### src/core/occ_defs.svh
// Constants for the output clock gating and phase control block
`ifndef OCC_DEFS_SVH
`define OCC_DEFS_SVH
// ------------------------------------------------------------
// Sizes
// ------------------------------------------------------------
`define OCC_NOUT 4
`define OCC_DW 16
`define OCC_AW 8
`define OCC_CFGW 6
// ------------------------------------------------------------
// Register byte addresses
// ------------------------------------------------------------
`define OCC_A_CTRL 8'h00
`define OCC_A_FBSEL 8'h04
`define OCC_A_STAT 8'h08
`define OCC_A_OUTBANK 2'h1
`define OCC_R_CFG 2'h0
`define OCC_R_DIV 2'h1
`define OCC_R_SOFF 2'h2
`define OCC_R_DYN 2'h3
// ------------------------------------------------------------
// Control register bits
// ------------------------------------------------------------
`define OCC_C_UNLK 0
`define OCC_C_KEEP 1
`define OCC_C_HRST 2
`define OCC_C_ZDM 3
// ------------------------------------------------------------
// Per-output config bits
// ------------------------------------------------------------
`define OCC_F_DIS 0
`define OCC_F_LVL 1
`define OCC_F_SYNC 2
`define OCC_F_SE 3
`define OCC_F_INVT 4
`define OCC_F_INVC 5
// ------------------------------------------------------------
// Synced pin positions and status fields
// ------------------------------------------------------------
`define OCC_P_OFF 0
`define OCC_P_UNLK 1
`define OCC_P_LOS 2
`define OCC_P_FB 3
`define OCC_S_DIS 8
`define OCC_S_GATE 12
`endif

### src/core/occ_pkg.sv
// Types for the output clock gating and phase control block
`include "occ_defs.svh"
package occ_pkg;
	// ------------------------------------------------------------
	// Whole block state
	// ------------------------------------------------------------
	typedef struct packed {
		logic [3:0]                          s1;
		logic [3:0]                          s2;
		logic                                run;
		logic                                unlk_en;
		logic                                keep_los;
		logic                                zdm;
		logic [1:0]                          fb_sel;
		logic                                fbk;
		logic [`OCC_NOUT-1:0][`OCC_CFGW-1:0] cfg;
		logic [`OCC_NOUT-1:0][`OCC_DW-1:0]   half;
		logic [`OCC_NOUT-1:0][`OCC_DW-1:0]   soff;
		logic [`OCC_NOUT-1:0][`OCC_DW-1:0]   pend;
		logic [`OCC_NOUT-1:0][`OCC_DW-1:0]   cnt;
		logic [`OCC_NOUT-1:0]                clk;
		logic [`OCC_NOUT-1:0]                gated;
		logic [`OCC_NOUT-1:0]                out_t;
		logic [`OCC_NOUT-1:0]                out_c;
		logic [31:0]                         rdata;
	} occ_state_type;
endpackage

### src/core/occ_top.sv
// Output driver enable, disable level, polarity and phase control
//
// How it works
// - Off pin high disables all outputs
// - Pin low: each output still register-disableable
// - Single-ended drives both pins, in phase
// - Each single-ended pin has polarity invert
// - Unlock leaves outputs running by default
// - Optional: unlock disables outputs while unlocked
// - Reference loss disables outputs by default
// - Option keeps outputs on during reference loss
// - Disabled output holds selected low/high level
// - Sync disable waits for period end
// - Async disable stops clock at once
// - Static phase offset loaded per output
// - Dynamic step writes shift phase glitchlessly
// - Dividers reset aligned after power-up
// - Reset pin or hard bit realigns dividers
// - Zero delay: external feedback replaces internal
// - Unlock indication drives unlock disable
// - Reference alarm means reference invalid
//
// Decided for this implementation: the plain strobed port and the register addresses.
`timescale 1ns/1ps
`default_nettype none
`include "occ_defs.svh"
module occ_top
	import occ_pkg::*;
(
	// Clock and reset
	input  wire logic                 core_clk,
	input  wire logic                 rst_b,
	// Device pins
	input  wire logic                 all_outputs_off_pin,
	input  wire logic                 pll_unlocked,
	input  wire logic                 reference_lost_alarm,
	input  wire logic                 feedback_input,
	// Register port
	input  wire logic [`OCC_AW-1:0]   reg_addr,
	input  wire logic [31:0]          reg_wdata,
	input  wire logic                 reg_wr,
	input  wire logic                 reg_rd,
	output logic      [31:0]          reg_rdata,
	// Output drivers
	output logic      [`OCC_NOUT-1:0] out_true_pin,
	output logic      [`OCC_NOUT-1:0] out_comp_pin,
	// Loop feedback
	output logic                      loop_feedback,
	output logic                      feedback_loop_open
);
	// ------------------------------------------------------------
	// Helpers
	// ------------------------------------------------------------
	// Half period minus one, zero counts as one cycle
	function automatic logic [`OCC_DW-1:0] half_m1(
		input logic [`OCC_DW-1:0] h
	);
		half_m1 = (h == '0) ? '0 : h - `OCC_DW'h1;
	endfunction

	// Output bank hit
	function automatic logic is_out(input logic [`OCC_AW-1:0] a);
		is_out = (a[7:6] == `OCC_A_OUTBANK);
	endfunction

	// ------------------------------------------------------------
	// Reset release
	// ------------------------------------------------------------
	logic [1:0]          rst_s;
	logic                rst_q;
	occ_state_type       s_q;
	occ_state_type       s_d;
	logic [`OCC_NOUT-1:0] dis;
	logic [`OCC_NOUT-1:0] bnd;
	logic                div_rst;

	// Two-stage release of the async reset
	always_ff @(posedge core_clk or negedge rst_b)
	begin
		if (!rst_b)
			rst_s <= 2'h0;
		else
			rst_s <= {rst_s[0], 1'b1};
	end
	assign rst_q = rst_s[1];

	// ------------------------------------------------------------
	// Next state
	// ------------------------------------------------------------
	// Pin sync, registers, dividers, gating and drivers
	always_comb
	begin
		logic [`OCC_DW-1:0] hm;
		logic [`OCC_DW-1:0] p;
		logic [1:0]         ri;
		logic [1:0]         oi;
		hm = '0;
		p = '0;
		ri = reg_addr[3:2];
		oi = reg_addr[5:4];
		s_d = s_q;
		dis = '0;
		bnd = '0;
		s_d.s1 = {feedback_input, reference_lost_alarm,
			pll_unlocked, all_outputs_off_pin};
		s_d.s2 = s_q.s1;
		s_d.rdata = '0;
		s_d.run = 1'b1;
		div_rst = !s_q.run;
		// Register writes
		if (reg_wr)
		begin
			if (reg_addr == `OCC_A_CTRL)
			begin
				s_d.unlk_en = reg_wdata[`OCC_C_UNLK];
				s_d.keep_los = reg_wdata[`OCC_C_KEEP];
				s_d.zdm = reg_wdata[`OCC_C_ZDM];
				if (reg_wdata[`OCC_C_HRST])
					div_rst = 1'b1;
			end
			else if (reg_addr == `OCC_A_FBSEL)
				s_d.fb_sel = reg_wdata[1:0];
			else if (is_out(reg_addr))
			begin
				case (ri)
					`OCC_R_CFG:
						s_d.cfg[oi] = reg_wdata[`OCC_CFGW-1:0];
					`OCC_R_DIV:
						s_d.half[oi] = reg_wdata[`OCC_DW-1:0];
					`OCC_R_SOFF:
						s_d.soff[oi] = reg_wdata[`OCC_DW-1:0];
					default:
						s_d.pend[oi] = s_q.pend[oi]
							+ reg_wdata[`OCC_DW-1:0];
				endcase
			end
		end
		// Per-output divider, gate and driver
		for (int i = 0; i < `OCC_NOUT; i++)
		begin
			hm = half_m1(s_q.half[i]);
			p = s_d.pend[i];
			dis[i] = s_q.s2[`OCC_P_OFF]
				| s_q.cfg[i][`OCC_F_DIS]
				| (s_q.unlk_en & s_q.s2[`OCC_P_UNLK])
				| (!s_q.keep_los & s_q.s2[`OCC_P_LOS]);
			if (div_rst)
			begin
				// Aligned start, static offset as pending shift
				s_d.cnt[i] = '0;
				s_d.clk[i] = 1'b0;
				s_d.pend[i] = s_q.soff[i];
			end
			else if (!s_q.clk[i] && s_q.cnt[i] >= hm
				&& $signed(p) > 0)
			begin
				// Delay: stretch low phase one cycle
				s_d.pend[i] = p - `OCC_DW'h1;
			end
			else if (!s_q.clk[i] && s_q.cnt[i] + `OCC_DW'h1 < hm
				&& $signed(p) < 0)
			begin
				// Advance: shorten low phase one cycle
				s_d.cnt[i] = s_q.cnt[i] + `OCC_DW'h2;
				s_d.pend[i] = p + `OCC_DW'h1;
			end
			else if (s_q.cnt[i] >= hm)
			begin
				s_d.cnt[i] = '0;
				s_d.clk[i] = !s_q.clk[i];
				bnd[i] = !s_q.clk[i];
			end
			else
				s_d.cnt[i] = s_q.cnt[i] + `OCC_DW'h1;
			// Gate follows the request, at period end if sync
			if (dis[i] != s_q.gated[i])
			begin
				if (!s_q.cfg[i][`OCC_F_SYNC])
					s_d.gated[i] = dis[i];
				else if (bnd[i] || div_rst)
					s_d.gated[i] = dis[i];
			end
			// Drivers: level when gated, else clock with polarity
			if (s_d.gated[i])
			begin
				s_d.out_t[i] = s_q.cfg[i][`OCC_F_LVL];
				s_d.out_c[i] = s_q.cfg[i][`OCC_F_SE]
					? s_q.cfg[i][`OCC_F_LVL]
					: !s_q.cfg[i][`OCC_F_LVL];
			end
			else
			begin
				s_d.out_t[i] = s_d.clk[i]
					^ s_q.cfg[i][`OCC_F_INVT];
				s_d.out_c[i] = s_q.cfg[i][`OCC_F_SE]
					? s_d.clk[i] ^ s_q.cfg[i][`OCC_F_INVC]
					: !s_d.clk[i];
			end
		end
		// Loop feedback source
		s_d.fbk = s_q.zdm ? s_q.s2[`OCC_P_FB]
			: s_q.clk[s_q.fb_sel];
		// Register reads
		if (reg_rd)
		begin
			if (reg_addr == `OCC_A_CTRL)
			begin
				s_d.rdata[`OCC_C_UNLK] = s_q.unlk_en;
				s_d.rdata[`OCC_C_KEEP] = s_q.keep_los;
				s_d.rdata[`OCC_C_ZDM] = s_q.zdm;
			end
			else if (reg_addr == `OCC_A_FBSEL)
				s_d.rdata[1:0] = s_q.fb_sel;
			else if (reg_addr == `OCC_A_STAT)
			begin
				s_d.rdata[3:0] = s_q.s2;
				s_d.rdata[`OCC_S_DIS +: `OCC_NOUT] = dis;
				s_d.rdata[`OCC_S_GATE +: `OCC_NOUT] = s_q.gated;
			end
			else if (is_out(reg_addr))
			begin
				case (ri)
					`OCC_R_CFG:
						s_d.rdata[`OCC_CFGW-1:0] = s_q.cfg[oi];
					`OCC_R_DIV:
						s_d.rdata[`OCC_DW-1:0] = s_q.half[oi];
					`OCC_R_SOFF:
						s_d.rdata[`OCC_DW-1:0] = s_q.soff[oi];
					default:
						s_d.rdata[`OCC_DW-1:0] = s_q.pend[oi];
				endcase
			end
		end
	end

	// ------------------------------------------------------------
	// State register
	// ------------------------------------------------------------
	// Whole state on the released reset
	always_ff @(posedge core_clk or negedge rst_q)
	begin
		if (!rst_q)
			s_q <= '0;
		else
			s_q <= s_d;
	end

	// Outputs straight from flops
	assign reg_rdata = s_q.rdata;
	assign out_true_pin = s_q.out_t;
	assign out_comp_pin = s_q.out_c;
	assign loop_feedback = s_q.fbk;
	assign feedback_loop_open = s_q.zdm;
endmodule
`default_nettype wire

### config.mk
export PLATFORM = sky130hd
export DESIGN_NAME = occ_top
export DESIGN_NICKNAME = d
export VERILOG_FILES = /design/src/core/occ_pkg.sv /design/src/core/occ_top.sv
export VERILOG_INCLUDE_DIRS = /design/src /design/src/core
export SDC_FILE = /design/constraint.sdc
export NUM_CORES = 1
export LEC_CHECK = 0
export ABC_AREA = 1
export ABC_CLOCK_PERIOD_IN_PS = 14250
export BUFFER_PORTS_ARGS = -buffer_cell sky130_fd_sc_hd__buf_2
export CORE_MARGIN = 4
export CORE_UTILIZATION = 60
export DETAILED_ROUTE_END_ITERATION = 16
export PLACE_DENSITY_LB_ADDON = 0.15
export RECOVER_POWER = 25
export SETUP_SLACK_MARGIN = 0.15
export SYNTH_ARGS = -nofsm -noshare
export SYNTH_HDL_FRONTEND = slang
export SYNTH_SLANG_ARGS = --single-unit
### constraint.sdc
create_clock -name core_clk -period 14.25 [get_ports core_clk]
set_input_delay 2.1375 -clock core_clk [delete_from_list [all_inputs] [get_ports core_clk]]
set_output_delay 2.1375 -clock core_clk [all_outputs]
set_load 0.01 [all_outputs]
# Word level (Yosys, flattened, before mapping)
# Cells that the tools add are included.
word_totals:
  inputBits: 48
  reg_bits: 329
  output_inout_bits: 42
  elab_cells: 290
op_classes:
  bitwise_logic: 24
  mux: 132
  n_reduce_logical: 47
  order_cmp: 19
  n_addsub: 21
  n_eq_ne: 13
ops:
  columns: ["op", "count"]
  rows:
  - ["16-bit two-way mux", 38]
  - ["64-bit two-way mux", 5]
  - ["64-bit bitwise mux", 3]
  - ["16-bit by 1-bit adder with 16-bit output, second input constant", 8]
  - ["16-bit by 1-bit subtractor with 16-bit output, second input constant", 8]
  - ["16-bit binary-select mux with 2-bit select", 3]
  - ["1-bit two-way mux", 67]
  - ["16-bit by 2-bit adder with 16-bit output, second input constant", 4]
  - ["16-bit >= comparator", 4]
  - ["16-bit by 1-bit > comparator with 1-bit output, second input constant", 4]
  - ["16-bit logical NOT", 4]
  - ["16-bit by 1-bit < comparator with 1-bit output, second input constant", 4]
  - ["16-bit < comparator", 4]
  - ["16-bit demux with 2-bit select", 1]
  - ["10-bit case mux with 3 select lines", 1]
  - ["24-bit bitwise mux", 1]
  - ["6-bit case mux with 3 select lines", 1]
  - ["1-bit logical AND", 17]
  - ["16-bit adder", 1]
  - ["5-bit AND reduction", 3]
  - ["1-bit logical NOT", 14]
  - ["14-bit two-way mux", 1]
  - ["6-bit binary-select mux with 2-bit select", 1]
  - ["6-bit demux with 2-bit select", 1]
  - ["other kinds (24)", 58]

# Depth between registers and ports, before layout
# Gate-level depths: netlist (run 1).
depth:
  ltp_word: 20
  depth_mapped: 32
  ltp_nobuf: 31

# Least setup slack after synthesis (run 1)
# Ideal clock, no wire load.
synth_timing:
  path_type: "in2reg"
  startpoint: "input port reg_addr[4]"
  endpoint: "register s_q[168] in the netlist's numbering"
  t_required_ns: 14.133
  arrival_ns: 5.370
  n_path_buf: 4
  path_slack_ns: 8.762
  cell_stages: 28
  setup_time_ns: 0.117
  path_cell_list: "buf_2 nor2_1 buf_2 inv_1 clkbuf_1 o22ai_1 a221oi_1 inv_1 ha_1 inv_1 nand2_1 nand3_1 nand2_1 nand2_1 nand2_1 nand2_1 o21ai_1 nor2_1 nand2_1 nor2_1 nand3_1 nand2_4 inv_2 buf_2 nand2_1 nand2_1 nand2_1 nand2_1"
synth_rtl:
  columns: ["element", "line", "rtl"]
  rows:
  - ["start, declared", "occ_top.sv:39", "input wire logic [`OCC_AW-1:0] reg_addr,"]
  - ["end signal, assigned", "occ_top.sv:243", "s_q <= '0;"]
  - ["end signal, assigned", "occ_top.sv:245", "s_q <= s_d;"]
  - ["end, declared", "occ_top.sv:71", "occ_state_type s_q;"]

==> results of run 1 <==
-- layout by cell type (no fill, tap or decap), types with 37 or more instances in the layout --
master     count
ha_1         171
dfrtp_1      329
nand2_1     1167
o21ai_0      344
buf_2         56
a31oi_1       37
a22oi_1       42
nor2_1       294
nand4_1       52
nand3_1      289
nor3_1        67
inv_1        411
a21oi_1      130
xor2_1       134
clkbuf_16     40
-- cell families after synthesis --
group                    after synthesis  share of synthesized area (%)
buffers and inverters                608                           9.60
AND/OR/NAND/NOR                     1979                           31.4
AO/OA/AOI/OAI                        718                           15.5
other                                  2                         0.0280
XOR/XNOR                             146                           4.77
flip-flops                           329                           30.7
adder cells (fa/ha/maj)              172                           8.05
-- cells in the mapped netlist, types with 3 or more instances --
library cell and instances:
buf_6 8, and2_1 6, o211ai_1 32, a22oi_1 42, o22ai_1 31, o21ai_1 28, o2111ai_1 3, nor2_2 12
nor3_2 5, o21a_1 7, nor2_4 4, buf_2 21, xor2_1 134, nand2_2 16, inv_2 14, buf_4 49
nand3_2 6, or2_1 6, nand3_1 289, nand2_4 5, nor3_1 67, inv_1 412, ha_1 171, dfrtp_1 329
o21ai_0 344, o221ai_1 12, a211oi_1 3, a41oi_1 8, nand3b_1 16, xnor2_1 12, nor2_1 295, o21ai_2 11
clkinv_1 6, o2bb2ai_1 5, a21oi_1 130, nand2_1 1167, a221o_1 3, nand4_1 52, a221oi_1 7, a31oi_1 37
nor4_1 14, or2_2 14, clkbuf_1 85, buf_1 7
-- through the flow --
step	instances	hold WS, ns	power (W)	utilization, %	instance area [µm²]
after floorplan	3970	0.331	0.00327	-	26900
after global placement	4460	0.332	0.00399	61.3	27100
after detailed placement	4460	0.335	0.00402	61.3	27100
after CTS	4530	0.348	0.00517	64.5	28500
after global routing	4530	0.356	0.00564	64.5	28500
final	4531	0.347	0.00524	64.5	28500
-- path summary, 6_finish.rpt --
| kind | to | from | slack (ns) |
|---|---|---|---|
| setup / recovery | s_q[109] | rst_s[1] | 6.50 |
| hold / removal | s_q[335] | s_d[335] | 0.35 |
| setup reg to reg | s_q[109] | rst_s[1] | 6.50 |
| hold reg to reg | s_q[335] | s_d[335] | 0.35 |
| max in group core_clk | s_q[138] | reg_addr[5] | 6.73 |
| min in group asynchronous | s_d[338] | rst_s[1] | 1.11 |
-- routing by layer --
metal	routed length [µm]	up-vias	share of wire, %	track usage (%)
met2	41600	1325	43	60.3
met4	7790	2	8.1	25.3
li1	-	12900	-	-
met3	8380	341	8.7	7.46
met1	38300	12600	40	51.4
met5	13	-	0.014	0
-- power by group --
group | switching (W) | total [W] | internal, W | leakage [nW]
Sequential | 0.000248 | 0.00137 | 0.00112 | 4.34
Combinational | 0.00189 | 0.00273 | 0.000843 | 9.36
Clock | 0.000443 | 0.00114 | 0.000694 | 0.698
Total | 0.00258 | 0.00524 | 0.00266 | 14.4
-- area by class of cell --
class                   count  area share (%)
multi-input cells        3033            56.4
clock inverters            20            1.21
diodes                      1         0.00877
repair buffers             70            1.31
well taps                 592            2.60
inverters                 436            5.79
clock buffers              50            3.85
flip-flops and latches    329            28.9
-- registers in the layout, indices dropped and copies added (netlist names) --
name	flops
loop_feedback	1
rst_s	2
out_true_pin	4
out_comp_pin	4
s_d	4
reg_rdata	16
s_q	297
feedback_loop_open	1
==> flow_summary.ini, run 1 <==
[critical_path]
path_buf_inv = 3
worst-path-stages = 3
worstPathCellList = clkbuf_1, clkbuf_1, buf_4
slowest_delay_ns = 2.46
crit_type = flop to asynchronous set/reset pin
reg2reg_depth = 3
cp-end-kind = asynchronous set/reset pin
crit_slowest_cell = clkbuf_1
crit_fanout = 76
crit_path_frequent_cell = clkbuf_1
arrival_ns = 8.31
critical_path.top_delay_family = buffers and inverters
startpoint_type = flop
cp.required_ns = 14.81

[sta]
tns_ns = 0
fin_crit_sh_pct = 54.4
rsz0062_at_grt = false
fmax_mhz = 129
relSlewSlack_pct = -122
tightest_slew_ns = 3.32
drv_slew = 176
setup_viol = 0
setup_slack_ns = 6.50
finalHoldViolCount = 0
min_period_ns = 7.75
fin_skew_ns = 0.0283

[synth]
synth_ff_type = dfrtp_1
syn_area_um2 = 26800
yosysTopAreaCell = dfrtp_1
yosysSeqAreaShare_pct = 30.7
yosys.cell_types.count = 66
synth_seq_cells = 329
ys_warn_count = 0
async_flop_share_pct = 100
syn_avg_cell_area_um2 = 6.78
yosysTopAreaCellShare_pct = 30.7
postSynthCellCount = 3954
ys_top_cells_by_area = dfrtp_1 (31%), nand2_1 (16%), ha_1 (8.0%)
synth_edf_count = 0

[power_and_ir_drop]
peakVddDrop_mv = 0.161
power.density_nw_per_um2 = 184
p_leak_nw = 14.4

[route]
viasPerCell = 6.00
drc = 0
wl_per_cell_um = 21.2
drtPass1Iterations = 8
num_vias = 27200
drt-total-wl_um = 96100
drt-initial-drc-count = 3141
antenna_left = 0

[cells_and_area]
multi_input_area_um2 = 16100
seq_area_um2 = 8230
drive_gt1_share_pct = 5.89
area_delta_synth_final_pct = 6.34
fillers = 4210
nets = 4130

[global_routing]
antenna_found_initial = 4
grt_pass1_wl_um = 146000
gr-total-overflow = 0
grt_max_degree = 83
first_global_vias = 25000
grt_use_total_pct = 39.5

[die]
die_area_um2 = 48200
num_rows = 77
ios = 90
die_w_um = 219
core-area_um2 = 44200
fp.dieH_um = 219
initial_core_util_pct = 60.7

[clock_network]
holdBufCountCts = 0
cts_setup_buffers = 0
clk_pin_slew_ns = 0.06
cts_inserted_buffers = 40
cts_tree = yes
htree_levels = 2
cts-root-buf = clkbuf_16
clock_latency_ns = 0.60
cts_buffer_depth = 3
cts.repair.resized = 0
clock-sinks = 329

[worst_hold_path]
min_path_cells = 0
hp-class = flop to flop

[placement]
dpl_worst_slack_ns = 6.35
dp_hpwl_um = 72200
io_buffers = 57
gp_congestion = 1.06

[outcome]
failed_checks = capacitance limit, slew limit
status = complete, but fails checks

[flow_run]
drv_cap = 3
(Power assumes the default switching activity.)
==> run 2, diff against run 1 <==
--- a/config.mk
+++ b/config.mk
@@ -7,7 +7,7 @@
 export NUM_CORES = 1
 export LEC_CHECK = 0
 export ABC_AREA = 1
-export ABC_CLOCK_PERIOD_IN_PS = 14250
+export ABC_CLOCK_PERIOD_IN_PS = 7600
 export BUFFER_PORTS_ARGS = -buffer_cell sky130_fd_sc_hd__buf_2
 export CORE_MARGIN = 4
 export CORE_UTILIZATION = 60
==> constraint.sdc (replaced) <==
create_clock -name core_clk -period 7.6 [get_ports core_clk]
set_input_delay 1.14 -clock core_clk [delete_from_list [all_inputs] [get_ports core_clk]]
set_output_delay 1.14 -clock core_clk [all_outputs]
set_load 0.01 [all_outputs]
==> flow_summary.ini, run 2 (synthesized netlist as in run 1, its figures left out) <==
[clock_network]
holdBufCountCts = 0
clk_pin_slew_ns = 0.07
clock-sinks = 329
cts_tree = yes
cts.repair.resized = 0
cts_inserted_buffers = 39
clock_latency_ns = 0.59
cts_setup_buffers = 0
cts-root-buf = clkbuf_16
htree_levels = 2
cts_buffer_depth = 3

[cells_and_area]
layout_common_cells = nand2_1 (1167), inv_1 (411), o21ai_0 (344)
final_common_cell = nand2_1
largest_reg_flops = 297
largest-register = s_q
drive_gt1_share_pct = 5.91
area_delta_synth_final_pct = 6.03
final_core_util_pct = 64.3
postLayoutCellArea_um2 = 28400
nets = 4134

[route]
antenna_left = 0
wl_per_cell_um = 21.5
drt-total-wl_um = 97600
drc = 0
viasPerCell = 6.05
drt-initial-drc-count = 3253
drtPass1Iterations = 6
num_vias = 27500

[sta]
min_period_ns = 5.89
rsz0062_at_grt = false
fin_crit_sh_pct = 77.5
finalHoldViolCount = 0
fmax_mhz = 170
relSlewSlack_pct = -203
tns_ns = 0
drv_slew = 321
tightest_slew_ns = 4.54
fin_skew_ns = 0.0256
setup_viol = 0

[critical_path]
reg2reg_from = s_q[256]
cp.required_ns = 8.08
crit_type = input pin to flop
r2r_slack_ns = 1.95
startpoint_type = input pin
arrival_ns = 6.38
cp-end-kind = flop
reg2reg_depth = 22
rr_endpoint = s_q[75]
crit_fanout = 25

[global_routing]
busiest_layer = met2
grt_use_total_pct = 40.2
grt_pass1_wl_um = 148000
grt_max_degree = 177
use_met2_pct = 62.2
grt_use_met1_pct = 51.1
gr-usage-met3_pct = 7.41
first_global_vias = 25200
antenna_found_initial = 1
gr-total-overflow = 0

[placement]
gp_congestion = 1.07
place_area_um2 = 27100
io_buffers = 57
dp_hpwl_um = 73300

[power_and_ir_drop]
power.density_nw_per_um2 = 341
peakVddDrop_mv = 0.253
power_w = 0.00970
p_leak_nw = 14.4

[worst_hold_path]
hp-class = flop to asynchronous set/reset pin

[flow_run]
drv_cap = 3

[die]
core-area_um2 = 44200
ios = 90
initial_core_util_pct = 60.7
die_w_um = 219
num_rows = 77
fp.dieH_um = 219
die_area_um2 = 48200

[outcome]
failed_checks = capacitance limit, slew limit
status = complete, but fails checks
## run 2: changes by cell type in the layout (fill, tap and decap cells not counted), sizes merged
cell,before,now
buf,67,71
bufinv,8,5
clkbuf,53,57
clkinvlp,3,2
diode,1,4
inv,431,432
## run 2: per-stage QoR
step	hold slack, ns	setup WS, ns	std cells
2_1_floorplan	0.331	2.22	3970
3_3_place_gp	0.170	1.47	4465
3_5_place_dp	0.177	1.46	4465
4_1_cts	0.177	2.05	4535
5_1_grt	0.257	1.53	4535
6_report	0.210	1.71	4539
## run 2: power by group
part	internal [W]	switching, W
clock	0.00118	0.000826
combinational	0.00159	0.00352
sequential	0.00211	0.000482
## run 2: area by class of cell
cell class | instances | area, µm²
fill | 4117 | 15800
sequential | 329 | 8230
clock inverter | 17 | 226
clock buffer | 53 | 1090
timing repair buffer | 75 | 409
antenna | 4 | 10.0
tap | 592 | 741
inverter | 436 | 1650
multi-input combinational | 3033 | 16100
## run 2: layer usage
metal | up-vias | part of all wire [%] | wire (µm)
met5 | - | 0 | 0
met2 | 1447 | 43 | 42300
li1 | 13000 | - | -
met3 | 392 | 9.1 | 8920
met1 | 12700 | 39 | 37700
met4 | 0 | 8.9 | 8680
## run 2: worst max-delay path by stage
stage                      from            endpoint  slack, ns  cells past startpoint
finish              reg_addr[4]             s_q[75]       1.71                     23
global route           s_q[256]             s_q[75]       1.53                     22
CTS                 reg_addr[4]             s_q[75]       2.05                     21
detailed placement  reg_addr[4]             s_q[66]       1.46                     21
global placement    reg_addr[4]             s_q[66]       1.47                     21
floorplan              rst_s[1]  feedback_loop_open       2.22                      0
## run 2: critical path: stages
cell	delay, ns
buf_2	0.16
nand2_2	0.40
inv_2	0.37
buf_4	0.31
a221oi_1	0.60
inv_1	0.11
ha_1	0.36
nor2_1	0.05
a21oi_1	0.36
nand2_1	0.09
nand2_1	0.37
nand2_1	0.12
nand2_2	0.18
nand3_1	0.14
nor2_2	0.17
nand3_1	0.10
nor2_2	0.16
nand2_2	0.13
nand2_4	0.25
inv_4	0.19
nor2_4	0.34
o211ai_1	0.14
o21ai_0	0.11
